## src/wsse_cfg.svh

```systemverilog
`ifndef WSSE_CFG_SVH
`define WSSE_CFG_SVH

// ----------------------------------------------------------------
// widths
// ----------------------------------------------------------------
`define WSSE_XLEN        64
`define WSSE_WLEN        32
`define WSSE_PLEN        40
`define WSSE_NCOP        4

// ----------------------------------------------------------------
// instruction fields
// ----------------------------------------------------------------
`define WSSE_OPC_HI      31
`define WSSE_OPC_LO      26
`define WSSE_RS_HI       25
`define WSSE_RS_LO       21
`define WSSE_RT_HI       20
`define WSSE_RT_LO       16
`define WSSE_RD_HI       15
`define WSSE_RD_LO       11
`define WSSE_SA_HI       10
`define WSSE_SA_LO       6
`define WSSE_FN_HI       5
`define WSSE_FN_LO       0
`define WSSE_OFF_HI      15
`define WSSE_OFF_LO      0
`define WSSE_COPN_HI     27
`define WSSE_COPN_LO     26

// ----------------------------------------------------------------
// encodings
// ----------------------------------------------------------------
`define WSSE_OPC_REGFORM 6'h00
`define WSSE_OPC_SW      6'h2B
`define WSSE_OPC_SWC_TOP 4'hE
`define WSSE_FN_SHIFT_RIGHT_ARITH_VARIABLE     6'h07
`define WSSE_FN_SRL      6'h02
`define WSSE_FN_SHIFT_RIGHT_LOGICAL_VARIABLE     6'h06
`define WSSE_FN_SUB      6'h22
`define WSSE_FN_SUBTRACT_MODULO     6'h23

// ----------------------------------------------------------------
// register map (byte offsets) and fields
// ----------------------------------------------------------------
`define WSSE_ADR_CTRL    4'h0
`define WSSE_ADR_STATUS  4'h4
`define WSSE_ADR_MASK    4'h8
`define WSSE_ADR_STATE   4'hC
`define WSSE_CTRL_REV    0
`define WSSE_CTRL_BIG    1
`define WSSE_CTRL_CU_LO  4
`define WSSE_CTRL_RST    8'h00
`define WSSE_NEVT        7
`define WSSE_EVT_OVF     0
`define WSSE_EVT_ADE     1
`define WSSE_EVT_RI      2
`define WSSE_EVT_CPU     3
`define WSSE_EVT_REFILL  4
`define WSSE_EVT_INVAL   5
`define WSSE_EVT_MOD     6

`endif

```

## src/wsse_pkg.sv

```systemverilog
package wsse_pkg;
  `include "wsse_cfg.svh"

  typedef enum logic [1:0] {
    ST_IDLE,
    ST_XLATE,
    ST_MEM
  } wsse_state_type;

  typedef struct packed {
    logic [`WSSE_PLEN-1:0] paddr;
    logic                  refill;
    logic                  invalid;
    logic                  modified;
  } wsse_xlate_type;

  typedef struct packed {
    logic [`WSSE_PLEN-1:0] addr;
    logic [63:0]           data;
    logic [7:0]            byte_en;
  } wsse_mem_type;

  typedef struct packed {
    wsse_state_type        state;
    logic                  wb_ack;
    logic [31:0]           rdata;
    logic [7:0]            ctrl;
    logic [`WSSE_NEVT-1:0] status;
    logic [`WSSE_NEVT-1:0] mask;
    logic [`WSSE_NEVT-1:0] last_exc;
    logic                  res_valid;
    logic [4:0]            res_dest;
    logic [63:0]           res_data;
    logic                  exc_valid;
    logic                  done;
    logic [63:0]           vaddr;
    logic [31:0]           st_word;
    logic                  mem_req;
    wsse_mem_type          mem;
  } wsse_regs_type;
endpackage
```

## src/wsse_exec.sv

```systemverilog
`timescale 1ns/10ps
// Contract
// - variable arithmetic right shift, sign-extend word
// - immediate logical right shift, sign-extend word
// - variable logical right shift, sign-extend word
// - shift sources must be sign-extended words
// - trapping subtract: overflow traps, destination kept
// - modulo subtract never traps
// - subtract sources must be sign-extended words
// - store address base plus signed offset
// - misaligned store: address error, no access
// - endian steering of address and lane
// - coprocessor supplies word for its store
// - coprocessor units 1 to 3 select store data (unit 0 store raises reserved instruction)
// - disabled coprocessor store raises unusable
// - coprocessor zero store is not defined
// - store exception set, translation and others
`include "wsse_cfg.svh"
module wsse_exec (
  input  wire logic                      clk_i,
  input  wire logic                      rst_i,
  input  wire logic                      wb_cyc_i,
  input  wire logic                      wb_stb_i,
  input  wire logic                      wb_we_i,
  input  wire logic [3:0]                wb_adr_i,
  input  wire logic [3:0]                wb_sel_i,
  input  wire logic [31:0]               wb_dat_i,
  output logic      [31:0]               wb_dat_o,
  output logic                           wb_ack_o,
  output logic                           irq_o,
  input  wire logic                      issue_valid_i,
  output logic                           issue_ready_o,
  input  wire logic [31:0]               instr_i,
  input  wire logic [63:0]               first_source_i,
  input  wire logic [63:0]               second_source_i,
  output logic      [4:0]                cop_reg_o,
  input  wire logic [3:0][31:0]          cop_word_i,
  output logic                           res_valid_o,
  output logic      [4:0]                res_dest_o,
  output logic      [63:0]               res_data_o,
  output logic                           exc_valid_o,
  output logic      [6:0]                exc_code_o,
  output logic                           done_o,
  output logic                           xlate_req_o,
  output logic      [63:0]               xlate_vaddr_o,
  input  wire logic                      xlate_ack_i,
  input  wire wsse_pkg::wsse_xlate_type  xlate_i,
  output logic                           mem_req_o,
  output wsse_pkg::wsse_mem_type         mem_o,
  input  wire logic                      mem_ack_i
);
  import wsse_pkg::*;

  wsse_regs_type s_r;
  wsse_regs_type s_nxt;

  // ----------------------------------------------------------------
  // instruction fields
  // ----------------------------------------------------------------
  logic [5:0]  opc;
  logic [5:0]  fn;
  logic [4:0]  sa;
  logic [4:0]  dst;
  logic [15:0] off;
  logic [1:0]  copn;
  logic [31:0] word_b;
  logic [31:0] word_a;

  assign opc    = instr_i[`WSSE_OPC_HI:`WSSE_OPC_LO];
  assign fn     = instr_i[`WSSE_FN_HI:`WSSE_FN_LO];
  assign sa     = instr_i[`WSSE_SA_HI:`WSSE_SA_LO];
  assign dst    = instr_i[`WSSE_RD_HI:`WSSE_RD_LO];
  assign off    = instr_i[`WSSE_OFF_HI:`WSSE_OFF_LO];
  assign copn   = instr_i[`WSSE_COPN_HI:`WSSE_COPN_LO];
  assign word_a = first_source_i[31:0];
  assign word_b = second_source_i[31:0];

  // the coprocessor register address is the rt field of the issued word
  assign cop_reg_o = instr_i[`WSSE_RT_HI:`WSSE_RT_LO];

  // ----------------------------------------------------------------
  // datapath
  // ----------------------------------------------------------------
  logic [31:0] sh_arith;
  logic [31:0] sh_imm;
  logic [31:0] sh_var;
  logic [31:0] diff;
  logic        ovf;
  logic [63:0] eff_addr;

  // result undefined unless sources are sign-extended words
  assign sh_arith = 32'($signed(word_b) >>> first_source_i[4:0]);
  assign sh_imm   = word_b >> sa;
  assign sh_var   = word_b >> first_source_i[4:0];
  assign diff     = word_a - word_b;
  assign ovf      = (word_a[31] != word_b[31]) && (diff[31] != word_a[31]);
  assign eff_addr = first_source_i + {{48{off[15]}}, off};

  // ----------------------------------------------------------------
  // bus write masking per byte lane
  // ----------------------------------------------------------------
  logic [31:0] wmask;
  genvar g;
  generate
    for (g = 0; g < 4; g = g + 1) begin : g_lane
      assign wmask[g*8 +: 8] = {8{wb_sel_i[g]}};
    end
  endgenerate

  // ----------------------------------------------------------------
  // next state
  // ----------------------------------------------------------------
  always_comb begin
    logic [`WSSE_NEVT-1:0] ev;
    logic [`WSSE_NEVT-1:0] clr;
    logic [31:0]           wdat;
    logic [31:0]           res;
    logic                  is_reg;
    logic                  is_sw;
    logic                  is_swc;
    logic                  bad;
    logic [2:0]            lane;
    ev     = '0;
    clr    = '0;
    wdat   = wb_dat_i & wmask;
    res    = '0;
    is_reg = 1'b0;
    is_sw  = 1'b0;
    is_swc = 1'b0;
    bad    = 1'b0;
    lane   = '0;
    s_nxt  = s_r;
    s_nxt.wb_ack    = 1'b0;
    s_nxt.res_valid = 1'b0;
    s_nxt.exc_valid = 1'b0;
    s_nxt.done      = 1'b0;

    // register slave: one wait cycle, unmapped reads zero
    if (wb_cyc_i && wb_stb_i && !s_r.wb_ack) begin
      s_nxt.wb_ack = 1'b1;
      s_nxt.rdata  = '0;
      case (wb_adr_i)
        `WSSE_ADR_CTRL: begin
          s_nxt.rdata = {24'h000000, s_r.ctrl};
          if (wb_we_i) begin
            s_nxt.ctrl = (s_r.ctrl & ~wmask[7:0]) | wdat[7:0];
          end
        end
        `WSSE_ADR_STATUS: begin
          s_nxt.rdata = {25'h0, s_r.status};
          if (wb_we_i) begin
            clr = wdat[`WSSE_NEVT-1:0];
          end
        end
        `WSSE_ADR_MASK: begin
          s_nxt.rdata = {25'h0, s_r.mask};
          if (wb_we_i) begin
            s_nxt.mask = (s_r.mask & ~wmask[`WSSE_NEVT-1:0]) | wdat[`WSSE_NEVT-1:0];
          end
        end
        `WSSE_ADR_STATE: begin
          s_nxt.rdata = {s_r.mem_req, 7'h00, 6'h00, s_r.state, 9'h0, s_r.last_exc};
        end
        default: begin
          s_nxt.rdata = '0;
        end
      endcase
    end

    case (s_r.state)
      ST_IDLE: begin
        if (issue_valid_i) begin
          is_reg = (opc == `WSSE_OPC_REGFORM);
          is_sw  = (opc == `WSSE_OPC_SW);
          is_swc = (opc[5:2] == `WSSE_OPC_SWC_TOP);
          if (is_reg) begin
            case (fn)
              `WSSE_FN_SHIFT_RIGHT_ARITH_VARIABLE: res = sh_arith;
              `WSSE_FN_SRL:  res = sh_imm;
              `WSSE_FN_SHIFT_RIGHT_LOGICAL_VARIABLE: res = sh_var;
              `WSSE_FN_SUB:  res = diff;
              `WSSE_FN_SUBTRACT_MODULO: res = diff;
              default:       bad = 1'b1;
            endcase
            if (fn != `WSSE_FN_SRL && sa != 5'h00) begin
              bad = 1'b1;
            end
            if (bad) begin
              ev[`WSSE_EVT_RI] = 1'b1;
            end else if (fn == `WSSE_FN_SUB && ovf) begin
              ev[`WSSE_EVT_OVF] = 1'b1;
            end else begin
              s_nxt.res_valid = 1'b1;
              s_nxt.res_dest  = dst;
              s_nxt.res_data  = {{32{res[31]}}, res};
            end
          end else if (is_swc && copn == 2'h0) begin
            ev[`WSSE_EVT_RI] = 1'b1;
          end else if (is_swc && !s_r.ctrl[`WSSE_CTRL_CU_LO + 32'(copn)]) begin
            ev[`WSSE_EVT_CPU] = 1'b1;
          end else if (is_sw || is_swc) begin
            if (eff_addr[1:0] != 2'h0) begin
              ev[`WSSE_EVT_ADE] = 1'b1;
            end else begin
              s_nxt.vaddr   = eff_addr;
              s_nxt.st_word = is_swc ? cop_word_i[copn] : word_b;
              s_nxt.state   = ST_XLATE;
            end
          end else begin
            ev[`WSSE_EVT_RI] = 1'b1;
          end
          if (ev != '0) begin
            s_nxt.exc_valid = 1'b1;
            s_nxt.last_exc  = ev;
            s_nxt.done      = 1'b1;
          end else if (s_nxt.state == ST_IDLE) begin
            s_nxt.done = 1'b1;
          end
        end
      end
      ST_XLATE: begin
        if (xlate_ack_i) begin
          ev[`WSSE_EVT_REFILL] = xlate_i.refill;
          ev[`WSSE_EVT_INVAL]  = xlate_i.invalid;
          ev[`WSSE_EVT_MOD]    = xlate_i.modified;
          if (ev != '0) begin
            s_nxt.exc_valid = 1'b1;
            s_nxt.last_exc  = ev;
            s_nxt.done      = 1'b1;
            s_nxt.state     = ST_IDLE;
          end else begin
            lane = s_r.vaddr[2:0] ^ {s_r.ctrl[`WSSE_CTRL_BIG], 2'h0};
            s_nxt.mem.addr    = {xlate_i.paddr[`WSSE_PLEN-1:3],
                                 xlate_i.paddr[2:0] ^ {s_r.ctrl[`WSSE_CTRL_REV], 2'h0}};
            s_nxt.mem.data    = {32'h00000000, s_r.st_word} << {lane, 3'h0};
            s_nxt.mem.byte_en = 8'h0F << lane;
            s_nxt.mem_req     = 1'b1;
            s_nxt.state       = ST_MEM;
          end
        end
      end
      ST_MEM: begin
        if (mem_ack_i) begin
          s_nxt.mem_req = 1'b0;
          s_nxt.done    = 1'b1;
          s_nxt.state   = ST_IDLE;
        end
      end
      default: begin
        s_nxt.state = ST_IDLE;
      end
    endcase

    // a new event wins over a clear in the same cycle
    s_nxt.status = (s_r.status & ~clr) | ev;
  end

  // ----------------------------------------------------------------
  // state register
  // ----------------------------------------------------------------
  always_ff @(posedge clk_i) begin
    if (rst_i) begin
      s_r          <= '0;
      s_r.state    <= ST_IDLE;
      s_r.ctrl     <= `WSSE_CTRL_RST;
    end else begin
      s_r <= s_nxt;
    end
  end

  // ----------------------------------------------------------------
  // outputs
  // ----------------------------------------------------------------
  assign wb_dat_o      = s_r.rdata;
  assign wb_ack_o      = s_r.wb_ack;
  assign irq_o         = |(s_r.status & s_r.mask);
  assign issue_ready_o = (s_r.state == ST_IDLE);
  assign res_valid_o   = s_r.res_valid;
  assign res_dest_o    = s_r.res_dest;
  assign res_data_o    = s_r.res_data;
  assign exc_valid_o   = s_r.exc_valid;
  assign exc_code_o    = s_r.last_exc;
  assign done_o        = s_r.done;
  assign xlate_req_o   = (s_r.state == ST_XLATE);
  assign xlate_vaddr_o = s_r.vaddr;
  assign mem_req_o     = s_r.mem_req;
  assign mem_o         = s_r.mem;

endmodule // wsse_exec

```

## config.mk

```make
export PLATFORM = sky130hd
export DESIGN_NAME = wsse_exec
export DESIGN_NICKNAME = d
export VERILOG_FILES = /design/src/wsse_pkg.sv /design/src/wsse_exec.sv
export VERILOG_INCLUDE_DIRS = /design/src /design/src/src
export SDC_FILE = /design/constraint.sdc
export NUM_CORES = 1
export LEC_CHECK = 0
export ABC_CLOCK_PERIOD_IN_PS = 5180
export CAP_MARGIN = 20
export CORE_AREA = 2 2 264 266
export DETAILED_ROUTE_END_ITERATION = 6
export DIE_AREA = 0 0 266 268
export DONT_BUFFER_PORTS = 1
export GPL_TIMING_DRIVEN = 0
export PLACE_DENSITY = 0.49
export SLEW_MARGIN = 20
export SYNTH_ARGS = -nofsm -noshare
export SYNTH_HDL_FRONTEND = slang
export SYNTH_SLANG_ARGS = --single-unit
```

## constraint.sdc

```tcl
create_clock -name clk_i -period 5.18 [get_ports clk_i]
set_clock_uncertainty 0.05 [all_clocks]
set_input_delay 1.295 -clock clk_i [delete_from_list [all_inputs] [get_ports clk_i]]
set_output_delay 1.295 -clock clk_i [all_outputs]
set_load 0.02 [all_outputs]
```

* Word-level counts from Yosys, hierarchy flattened
Index checks and enable logic that the tools add are counted.
Widths: inputs -> output; s select.
** Storage, ports and cells
- Logic and storage cells :: 186
- Bits of input ports :: 379
- Bits in registers :: 313
** Operators by class
- Shifts and indexed selects :: 5
- Equality and inequality tests :: 21
- $lt $le $gt $ge :: 2
- Bitwise gates (word level) :: 22
- Reductions and logical operators :: 33
- Muxes and demuxes :: 82
- Add/subtract/negate cells :: 3
** Operator list (count)
- $mux 96 :: 5
- $pmux 32 s4 :: 2
- $mux 113 :: 2
- $mux 70 :: 3
- $mux 175 :: 1
- $add 64x64->64 :: 1
- $bmux 32 s2 :: 1
- $mux 32 :: 2
- $shl 32x6->64 :: 1
- $shr 32x5->32 :: 2
- $mux 7 :: 6
- $mux 41 :: 1
- $mux 1 :: 33
- $sshr 32x5->32 :: 1
- $sub 32x32->32 :: 1
- $mux 2 :: 14
- $and 7x7->7 :: 3
- $eq 6x6->1 const B :: 3
- $and 8x8->8 :: 2
- $mux 8 :: 2
- $not 7->7 :: 2
- $or 7x7->7 :: 2
- $pmux 7 s2 :: 1
- $eq 4x4->1 const B :: 3
- 40 further kinds :: 74

* Logic depth before layout (Yosys ltp)
Gate-level depths: netlist of the first run.
- Depth in word-level cells :: 15
- Depth in mapped cells :: 16
- Depth with buffers taken out :: 14

* Worst setup path before layout of the first run
OpenSTA, ideal clock, no wires.
- Path kind :: input to register
- Start :: in first_source_i[0]
- End :: reg s_r, in the netlist res_data_o[14]
- Data required time :: 5002 ps
- Data arrival time :: 4960 ps
- Stages :: 16
- Setup slack :: 42 ps
- Path through :: clkbuf_1 -> buf_1 -> inv_1 -> ha_1 -> nor2b_1 -> o21ai_0 -> a21o_1 -> a21oi_1 -> o211ai_2 -> o31ai_1 -> o21a_1 -> mux2_4 -> nor3_4 -> buf_6 -> mux2i_1 -> nor2_1
** Between the ends
- Word-level cells in the longest chain between the ends :: 6
- Elaborated cells between the ends (all ways) :: 9
- Those cells by class :: add/sub: 1; eq/ne: 1; shift: 2; mux: 1; bitwise: 1; reduce/logical: 3
** Ends and longest elaborated chain
- start, declared :: RTL line wsse_exec.sv:34 : input wire logic [63:0] first_source_i,
- $sub 32x32->32 :: RTL line wsse_exec.sv:95 : assign diff = word_a - word_b;
- $ne 1x1->1 :: RTL line wsse_exec.sv:96 : assign ovf = (word_a[31] != word_b[31]) && (diff[31] != word_a[31]);
- $logic_and 1x1->1 :: RTL line wsse_exec.sv:96
- $logic_and 1x1->1 :: RTL line wsse_exec.sv:190 : end else if (fn == `WSSE_FN_SUB && ovf) begin
- $not 1->1 (no source line)
- $reduce_and 5->1 (no source line)
- end signal, assigned :: RTL line wsse_exec.sv:267 : s_r <= s_nxt;
- end, declared :: RTL line wsse_exec.sv:54 : wsse_regs_type s_r;
Parallel ways exist; a longest one is shown, timed or not.
A chain may end at the register's enable or synchronous reset.

* Worst setup path in the final report of the first run
- Start :: in first_source_i[1]
- End :: reg s_r, in the netlist xlate_vaddr_o[58]
** Between the ends
- Word-level cells in the longest chain between the ends :: 4
** Ends and longest elaborated chain
- $add 64x64->64 * :: RTL line wsse_exec.sv:97 : assign eff_addr = first_source_i + {{48{off[15]}}, off};
- $reduce_bool 2->1 :: RTL line wsse_exec.sv:202 : if (eff_addr[1:0] != 2'h0) begin
- $not 1->1 (no source line)
- $reduce_and 7->1 (no source line)
Mark *: on every way between the ends. The rest lies on a longest branch, timed or not.

==> results.json, run 1 <==
{
  "status": "finished clean",
  "comb_power_share": 0.226,
  "worstPathRequired_ns": 5.55,
  "synthFlopType": "dfxtp_1",
  "seqCellArea_sq_um": 5847,
  "cp-startpoint": "first_source_i[1]",
  "synthMuxAreaShare": 0.1396,
  "fin_util": 0.3815,
  "yosysWarnings": 0,
  "tightest_slew_ns": 1.172,
  "peakVddDrop_mv": 0.2457,
  "grt_pass1_vias": 21530,
  "power_w": 0.006586,
  "cts.clk_slew.worst_paths_ns": 0.06,
  "grt_max_degree": 51,
  "routed_wl_um": 106700,
  "hold_viol_final": 0,
  "grt_overflow": 0,
  "die_y_um": 268,
  "antenna_found_initial": 10,
  "drv_slew": 0,
  "cts_root_buf": "clkbuf_16",
  "rr_startpoint": "s_r[344]",
  "clockPowerShare": 0.430,
  "wire_per_inst_um": 27.06,
  "yosysSeqAreaShare": 0.2507,
  "cts_hold_buf": 0,
  "detail-route-antenna-nets": 0,
  "p_leak_nw": 10.39,
  "whs_path_depth": 2,
  "rsz0062_at_grt": "no",
  "tns_ns": 0,
  "firstDrtPassIters": 6,
  "multi_input_area_sq_um": 14500,
  "yosysUniqueCellTypes": 84,
  "end_kind": "register",
  "synthSimpleGateAreaFrac": 0.1571,
  "slew-limit-headroom": 0.2188,
  "clock_latency_ns": 0.57,
  "critPathArrivalTime_ns": 5.39,
  "synth_top_family_by_area": "compound AO/OA/AOI/OAI gates",
  "grt_pass1_wl_um": 150500,
  "async_reset_ff_frac": 0,
  "vias": 22550,
  "synthesis.area_sq_um": 23320,
  "port_buffers": 0,
  "ioPinCount": 676,
  "syn_inst": 2963,
  "ctsLongestPathBuffers": 3,
  "fp.dieW_um": 266,
  "vias_per_cell": 5.717,
  "synth-edff-count": 0,
  "rr_worst_depth": 8,
  "worstReg2RegEnd": "xlate_vaddr_o[52]",
  "r2r_slack_ns": 1.82,
  "p_switching_w": 0.002080,
  "row_count": 96,
  "crit_type": "in2reg",
  "ys_ff_latch": 292,
  "final_common_cell": "nand2_1",
  "drtIter0Drc": 1764,
  "hold_end": "xlate_vaddr_o[17]",
  "place.gp.congestion": 0.9919,
  "switching_share": 0.3158,
  "numCtsBuffers": 39,
  "postSynthAreaPerCell_sq_um": 7.870,
  "fin_nets": 3506,
  "finalSetupViolations": 0,
  "drive_above_1_share": 0.1742,
  "final_cell_mix": "nand2_1, nor2_1, buf_4, a21oi_1, dfxtp_1",
  "drc": 0,
  "initial_core_util": 0.3418,
  "fillCellCount": 7199,
  "gr-usage-all-layers": 0.2856,
  "crit_path_start_kind": "primary input",
  "max_freq_mhz": 199.5,
  "htree_levels": 2,
  "hold_path_class": "reg2reg",
  "cp_max_fo": 13,
  "cts_tree": "built",
  "synthXorXnorAreaFrac": 0.03268,
  "syn2layout_area_growth_pct": 11.62,
  "min_from": "xlate_vaddr_o[17]",
  "core_sq_um": 68230,
  "dp_hpwl_um": 87910,
  "cts.sink_count": 292,
  "min_period_ns": 5.013,
  "intPower_w": 0.004506,
  "yosys.area_share.adder": 0.05312,
  "die_area_sq_um": 71290,
  "fin_crit_sh": 0.9677,
  "seqPwrFrac": 0.344,
  "drv_cap": 0,
  "synth_compound_area_frac": 0.2312,
  "power_density_nw_per_um2": 253.0
}
## worst max path at each step
| stage | to | slack [ns] | depth (start not counted) |
|---|---|---|---|
| 3_5_place_dp | xlate_vaddr_o[58] | -1.76 | 15 |
| 2_1_floorplan | res_data_o[14] | 0.04 | 16 |
| 4_1_cts | res_dest_o[1] | 0.007 | 16 |
| 6_report | xlate_vaddr_o[58] | 0.17 | 14 |
| 3_3_place_gp | xlate_vaddr_o[58] | -1.69 | 15 |
| 5_1_grt | xlate_vaddr_o[58] | 0.004 | 14 |
## what timing repair did
| item | 4_1_cts | 5_1_grt |
|---|---|---|
| gates resized for setup | 9 | 4 |
| buffers inserted | 0 | 4 |
| endpoints found under the hold margin | 0 | 0 |
| pin swaps | 1 | 2 |
| setup endpoints to repair | 59 | 48 |
## stage by stage
step	hold slack, ns	std cells	setup WS [ns]	area [sq um]
floorplan	0.3758	2983	0.04244	23390
global placement	0.3920	3865	-1.694	24500
detailed placement	0.3952	3868	-1.759	24570
CTS	0.4030	3938	0.007342	25950
global route	0.4201	3943	0.003819	26030
finish	0.4008	3944	0.1672	26030
## metal layers
layer	track usage	part of all wire	wire (um)	vias to the layer above
met3	0.04774	0.067	7119	171
li1	-	-	-	10490
met1	0.3521	0.41	43320	10890
met4	0.1171	0.044	4716	2
met5	0	0.000084	9	-
met2	0.4941	0.48	51550	993
## layout make-up
type	instances	share of cell area
multi-input cells	2147	0.5571
flip-flops and latches	292	0.2246
diodes	3	0.0002884
clock buffers	50	0.04101
repair buffers	7	0.002548
plain buffers	473	0.1115
inverters	70	0.01010
clock inverters	20	0.01043
well taps	882	0.04240
## registers in the layout (all words and copies together), names as in the netlist, named ones only
name,flops
res_valid_o,1
wb_dat_o,11
mem_req_o,1
s_r,41
xlate_vaddr_o,64
wb_ack_o,1
done_o,1
res_dest_o,5
exc_code_o,7
exc_valid_o,1
res_data_o,32
mem_o,112
## critical path, cell delays in order
cell	delay, ns
clkbuf_2	0.22
inv_1	0.29
fa_1	0.51
nor2b_1	0.17
o2111ai_1	0.24
a2111oi_4	0.55
o31ai_1	0.26
o311ai_2	0.43
nand3_1	0.33
o21ai_4	0.33
a21oi_1	0.14
o21bai_1	0.20
mux2i_1	0.30
a21oi_1	0.10
## cells in the mapped netlist, types with 6 or more instances
cell type	number	area share
nand2_1	358	0.058
nor2_1	312	0.050
a21oi_1	294	0.063
dfxtp_1	292	0.25
buf_4	291	0.094
mux2i_1	149	0.064
clkbuf_1	148	0.024
o21ai_0	131	0.028
ha_1	95	0.051
a22oi_1	77	0.025
inv_1	67	0.011
a211oi_1	59	0.019
xnor2_1	59	0.022
mux4_2	54	0.052
a21o_1	53	0.017
mux2_2	46	0.022
nand3_1	40	0.0086
nor3_1	33	0.0071
xor2_1	28	0.011
a221oi_1	25	0.0094
a31oi_1	24	0.0064
buf_1	24	0.0039
a211oi_2	21	0.011
nand4_1	17	0.0046
o21bai_1	17	0.0055
o22ai_1	15	0.0040
and3_1	14	0.0038
o211ai_1	14	0.0045
o31ai_1	13	0.0042
and2_1	11	0.0030
o21a_1	11	0.0035
nor2b_1	10	0.0027
nor4_1	10	0.0027
buf_2	9	0.0019
or2_2	8	0.0021
nand2b_1	7	0.0019
o221ai_1	7	0.0026
or3_1	7	0.0019
a211o_1	6	0.0023
o211a_1	6	0.0026
o21ai_1	6	0.0013
## power by group through the flow
stage	Clock (W)	Combinational [W]	Sequential [W]
global route	0.00299	0.00160	0.00227
detailed placement	0	0.00145	0.00232
floorplan	0	0.00101	0.00231
global placement	0	0.00145	0.00232
finish	0.00283	0.00149	0.00227
CTS	0.00290	0.00147	0.00227
## logic make-up after synthesis
group	count (synthesis)
fa+ha+maj	98
compound gates	833
flops	292
simple gates	857
mux	251
xor+xnor	87
other cells	1
buf+inv	544
Power figures use the tool's default switching activity.
==> inputs of run 2 (changes only) <==
--- a/config.mk
+++ b/config.mk
@@ -14,6 +14,7 @@
 export DONT_BUFFER_PORTS = 1
 export GPL_TIMING_DRIVEN = 0
 export PLACE_DENSITY = 0.49
+export SETUP_SLACK_MARGIN = 0.2
 export SLEW_MARGIN = 20
 export SYNTH_ARGS = -nofsm -noshare
 export SYNTH_HDL_FRONTEND = slang
==> run 2 against run 1 <==
Net effect:
- non-clock buffer count unchanged
- sequential share of layout area about the same
- register-to-register slack got worse by 0.34 ns
- cell area increased by 0.15%
- largest cell class unchanged
- power increased by 0.91%
- routed wire length increased by 0.16%
- count of clock-buffer cells in the layout decreased by 5
- largest power group unchanged
- critical path type unchanged
==> results.json, run 2 (synthesized netlist as in run 1, its figures left out) <==
{
  "pre_cts_slack_ns": -1.687,
  "firstDrtPassIters": 6,
  "initial_core_util": 0.3418,
  "path_delay_family": "compound AO/OA/AOI/OAI gates",
  "drc": 0,
  "fin_nets": 3505,
  "power_density_nw_per_um2": 255.0,
  "ioPinCount": 676,
  "cts.sink_count": 292,
  "drtIter0Drc": 1766,
  "cp.buffers_inverters": 3,
  "ctsLongestPathBuffers": 3,
  "fin_crit_sh": 0.9369,
  "largest_reg_flops": 112,
  "p_leak_nw": 10.41,
  "die_area_sq_um": 71290,
  "worstPathRequired_ns": 5.54,
  "cts_root_buf": "clkbuf_16",
  "final_common_cell": "nand2_1",
  "rsz0062_at_grt": "no",
  "rr_startpoint": "s_r[344]",
  "crit_type": "in2reg",
  "critPathArrivalTime_ns": 5.21,
  "slew-limit-headroom": 0.2549,
  "gr-usage-all-layers": 0.2851,
  "finalSetupViolations": 0,
  "hold_ws_ns": 0.4007,
  "min_from": "xlate_vaddr_o[34]",
  "slowest_delay_ns": 0.59,
  "htree_levels": 2,
  "min_period_ns": 4.853,
  "layout.cells.non_filler": 3943,
  "dpl.cell_count": 3868,
  "fin_util": 0.3821,
  "end_kind": "register",
  "drv_slew": 0,
  "port_buffers": 0,
  "crit_path_start_kind": "primary input",
  "row_count": 96,
  "grt_pass1_wl_um": 150700,
  "vias_per_cell": 5.714,
  "fp.dieW_um": 266,
  "fillCellCount": 7230,
  "final_cell_mix": "nand2_1, nor2_1, buf_4, a21oi_1, dfxtp_1",
  "grt_overflow": 0,
  "cp_max_fo": 11,
  "tns_ns": 0,
  "numCtsBuffers": 38,
  "drive_above_1_share": 0.1754,
  "hold_viol_final": 0,
  "status": "finished clean",
  "die_y_um": 268,
  "place.gp.congestion": 0.9781,
  "clock_latency_ns": 0.56,
  "tightest_slew_ns": 1.118,
  "critical-path-slowest-cell": "a2111oi_4",
  "grt_pass1_vias": 21630,
  "vias": 22530,
  "drv_cap": 0,
  "max_freq_mhz": 206.0,
  "hold_path_class": "reg2reg",
  "syn2layout_area_growth_pct": 11.79,
  "antenna_found_initial": 7,
  "routed_wl_um": 106900,
  "core_sq_um": 68230,
  "setup_slack_ns": 0.3267,
  "grt_max_degree": 51,
  "cp-startpoint": "first_source_i[1]",
  "wire_per_inst_um": 27.11,
  "cp_cell_sequence": "clkbuf_2, inv_1, clkbuf_2, fa_1, nor2b_1, o2111ai_1, a2111oi_4, o31ai_2, o311ai_4, nand3_2, o21ai_4, a21oi_1, o21bai_1, mux2i_1, a21oi_1",
  "detail-route-antenna-nets": 0,
  "cts_tree": "built",
  "dp_hpwl_um": 88090,
  "peakVddDrop_mv": 0.1862,
  "cts.clk_slew.worst_paths_ns": 0.06
}
run 2: worst reg2reg max path, stage by stage (launching register included):
cell and delay [ns]:
dfxtp_1 0.29, clkbuf_1 0.20, nor2_1 0.57, nand2_1 0.27
nor4_2 0.44, buf_2 0.28, clkbuf_1 0.61, clkbuf_1 0.49
nand3_1 0.22, a21oi_1 0.19
run 2: worst paths after layout:
path,end,slack (ns),depth (start not counted)
hold reg to reg,xlate_vaddr_o[34],0.40,2
hold / removal,xlate_vaddr_o[34],0.40,2
setup reg to reg,xlate_vaddr_o[12],1.48,9
setup / recovery,xlate_vaddr_o[58],0.33,15
run 2: what timing repair did:
item,CTS,global route
pin swaps,1,3
endpoints found under the setup margin,59,51
hold buffers,0,0
buffers inserted,3,0
gates resized for setup,12,10
run 2: layer usage:
| layer | vias to the layer above | global-route usage | wire length (um) |
|---|---|---|---|
| met2 | 939 | 0.4912 | 51500 |
| li1 | 10470 | - | - |
| met1 | 10950 | 0.3543 | 43590 |
| met5 | - | 0 | 13 |
| met4 | 2 | 0.1136 | 4555 |
| met3 | 167 | 0.04774 | 7222 |
run 2: metrics by stage:
stage / cell area, sq um / power [W]
2_1_floorplan: 23390 / 0.003323
3_3_place_gp: 24500 / 0.003777
3_5_place_dp: 24560 / 0.003775
4_1_cts: 26000 / 0.006682
5_1_grt: 26060 / 0.006897
6_report: 26070 / 0.006646
run 2: report_power, final:
part | internal (W) | switching [W]
Combinational | 0.000536 | 0.000973
Sequential | 0.00226 | 0.0000114
Clock | 0.00175 | 0.00112
Total | 0.00454 | 0.00211
run 2: final cells by class:
cell class              instances  area [sq um]  share of cell area
inverters                      70         262.8             0.01008
clock buffers                  45          1039             0.03984
plain buffers                 474          2907              0.1115
flip-flops and latches        292          5847              0.2243
repair buffers                  6         52.55            0.002016
diodes                          5         12.51           0.0004800
well taps                     882          1104             0.04234
clock inverters                22         301.5             0.01157
multi-input cells            2147         14540              0.5579
==> inputs of run 3 (changes only) <==
--- a/config.mk
+++ b/config.mk
@@ -13,6 +13,7 @@
 export DIE_AREA = 0 0 266 268
 export DONT_BUFFER_PORTS = 1
 export GPL_TIMING_DRIVEN = 0
+export MAX_ROUTING_LAYER = met4
 export PLACE_DENSITY = 0.49
 export SETUP_SLACK_MARGIN = 0.2
 export SLEW_MARGIN = 20
==> run 3 against run 2 <==
Net effect:
- critical path depth grew 1
- global-route usage up 1.2 points
- sequential share of layout area up 0.10 points
- register-to-register slack improved by 0.02 ns
- clock power fell by 7.7%
- routed wire length grew 0.61%
- non-clock buffer count rose by 1
- hold slack improved by 0.00086 ns
- largest cell class unchanged
- highest routed layer is now met4
==> results.json, run 3 (synthesized netlist as in run 1, its figures left out) <==
{
  "status": "finished clean",
  "cts.sink_count": 292,
  "power_density_nw_per_um2": 247.8,
  "wire_per_inst_um": 27.30,
  "crit_type": "in2reg",
  "htree_levels": 2,
  "grt_max_degree": 51,
  "dp_hpwl_um": 88970,
  "hold_viol_final": 0,
  "fin_nets": 3506,
  "p_leak_nw": 10.34,
  "ctsLongestPathBuffers": 3,
  "cts.clk_slew.worst_paths_ns": 0.06,
  "rr_worst_depth": 9,
  "critPathArrivalTime_ns": 5.09,
  "drive_above_1_share": 0.1732,
  "drv_slew": 0,
  "cts_tree": "built",
  "cp_max_fo": 11,
  "rsz0062_at_grt": "no",
  "min_period_ns": 4.726,
  "worstPathRequired_ns": 5.54,
  "r2r_slack_ns": 1.50,
  "largest_reg_flops": 112,
  "drc": 0,
  "fin_crit_sh": 0.9124,
  "crit_path_start_kind": "primary input",
  "whs_path_depth": 2,
  "row_count": 96,
  "peakVddDrop_mv": 0.1730,
  "firstDrtPassIters": 6,
  "grt_pass1_wl_um": 151800,
  "syn2layout_area_growth_pct": 11.27,
  "vias": 22660,
  "max_freq_mhz": 211.6,
  "vias_per_cell": 5.754,
  "fp.dieW_um": 266,
  "routed_wl_um": 107500,
  "slew-limit-headroom": 0.2584,
  "final_common_cell": "nand2_1",
  "fillCellCount": 7223,
  "setup_slack_ns": 0.4540,
  "power_w": 0.006429,
  "pre_cts_slack_ns": -1.460,
  "end_kind": "register",
  "drtIter0Drc": 1827,
  "hold_ws_ns": 0.4016,
  "grt_overflow": 0,
  "tightest_slew_ns": 1.112,
  "gr-usage-all-layers": 0.2970,
  "tns_ns": 0,
  "dpl.cell_count": 3869,
  "clock_latency_ns": 0.55,
  "ioPinCount": 676,
  "place.gp.congestion": 0.9996,
  "port_buffers": 0,
  "die_area_sq_um": 71290,
  "final_cell_mix": "nand2_1, nor2_1, buf_4, a21oi_1, dfxtp_1",
  "antenna_found_initial": 3,
  "finalSetupViolations": 0,
  "initial_core_util": 0.3418,
  "core_sq_um": 68230,
  "grt_pass1_vias": 21790,
  "cts_root_buf": "clkbuf_16",
  "layout.cells.non_filler": 3939,
  "numCtsBuffers": 38,
  "die_y_um": 268,
  "hold_path_class": "reg2reg",
  "detail-route-antenna-nets": 0,
  "drv_cap": 0,
  "cts_hold_buf": 0
}
==> run 3: cell types whose count changed in the layout (fill, tap and decap cells not counted), moves of 2 or more <==
cell and delta:
clkinv_2 -5, clkbuf_8 -2, bufinv_16 -3, diode_2 -2
clkbuf_1 +7
==> run 3: path summary, 6_finish.rpt <==
path                       end               from
max          xlate_vaddr_o[58]  first_source_i[1]
min                  mem_o[76]          mem_o[76]
max reg2reg  xlate_vaddr_o[12]           s_r[344]
min reg2reg          mem_o[76]          mem_o[76]
==> run 3: worst max-delay path, cell delays in order <==
cell	delay [ns]
clkbuf_2	0.21
inv_1	0.11
clkbuf_2	0.25
fa_1	0.48
nor2b_1	0.19
o2111ai_1	0.25
a2111oi_4	0.40
buf_4	0.19
o31ai_2	0.11
o311ai_2	0.37
nand3_2	0.25
o21ai_4	0.28
a21oi_1	0.15
o21bai_1	0.25
mux2i_1	0.22
a21oi_1	0.08
==> run 3: metrics by stage <==
stage          cell area [sq um]  utilization
2_1_floorplan              23390            -
3_3_place_gp               24500       0.3591
4_1_cts                    25860       0.3791
6_report                   25940       0.3803
3_5_place_dp               24570       0.3601
5_1_grt                    25940       0.3802
==> run 3: power breakdown <==
part	leakage (nW)	switching (W)	total (W)	internal, W
clock network	0.584	0.00108	0.00265	0.00157
logic	7.41	0.000973	0.00151	0.000537
registers	2.35	0.0000115	0.00227	0.00226
==> run 3: cell type report <==
class / instances / area, sq um / share of cell area
multi-input combinational: 2147 / 14540 / 0.5603
sequential: 292 / 5847 / 0.2254
buffer: 474 / 2907 / 0.1120
tap: 882 / 1104 / 0.04253
clock buffer: 50 / 1037 / 0.03998
inverter: 70 / 262.8 / 0.01013
clock inverter: 14 / 185.2 / 0.007137
timing repair buffer: 7 / 57.56 / 0.002218
antenna: 3 / 7.507 / 0.0002894
==> run 3: timing repair <==
action	CTS	global route
setup buffers	1	2
endpoints found under the setup margin	60	56
resized for setup	10	13
pin swaps	1	2
==> run 3: layer usage <==
layer	vias to the layer above	routed length (um)	share of wire	GRT usage
met2	936	51930	0.48	0.4987
met1	11110	44410	0.41	0.3634
met4	0	4320	0.040	0.1096
met3	149	6872	0.064	0.04078
li1	10470	-	-	-
met5	-	0	0	-
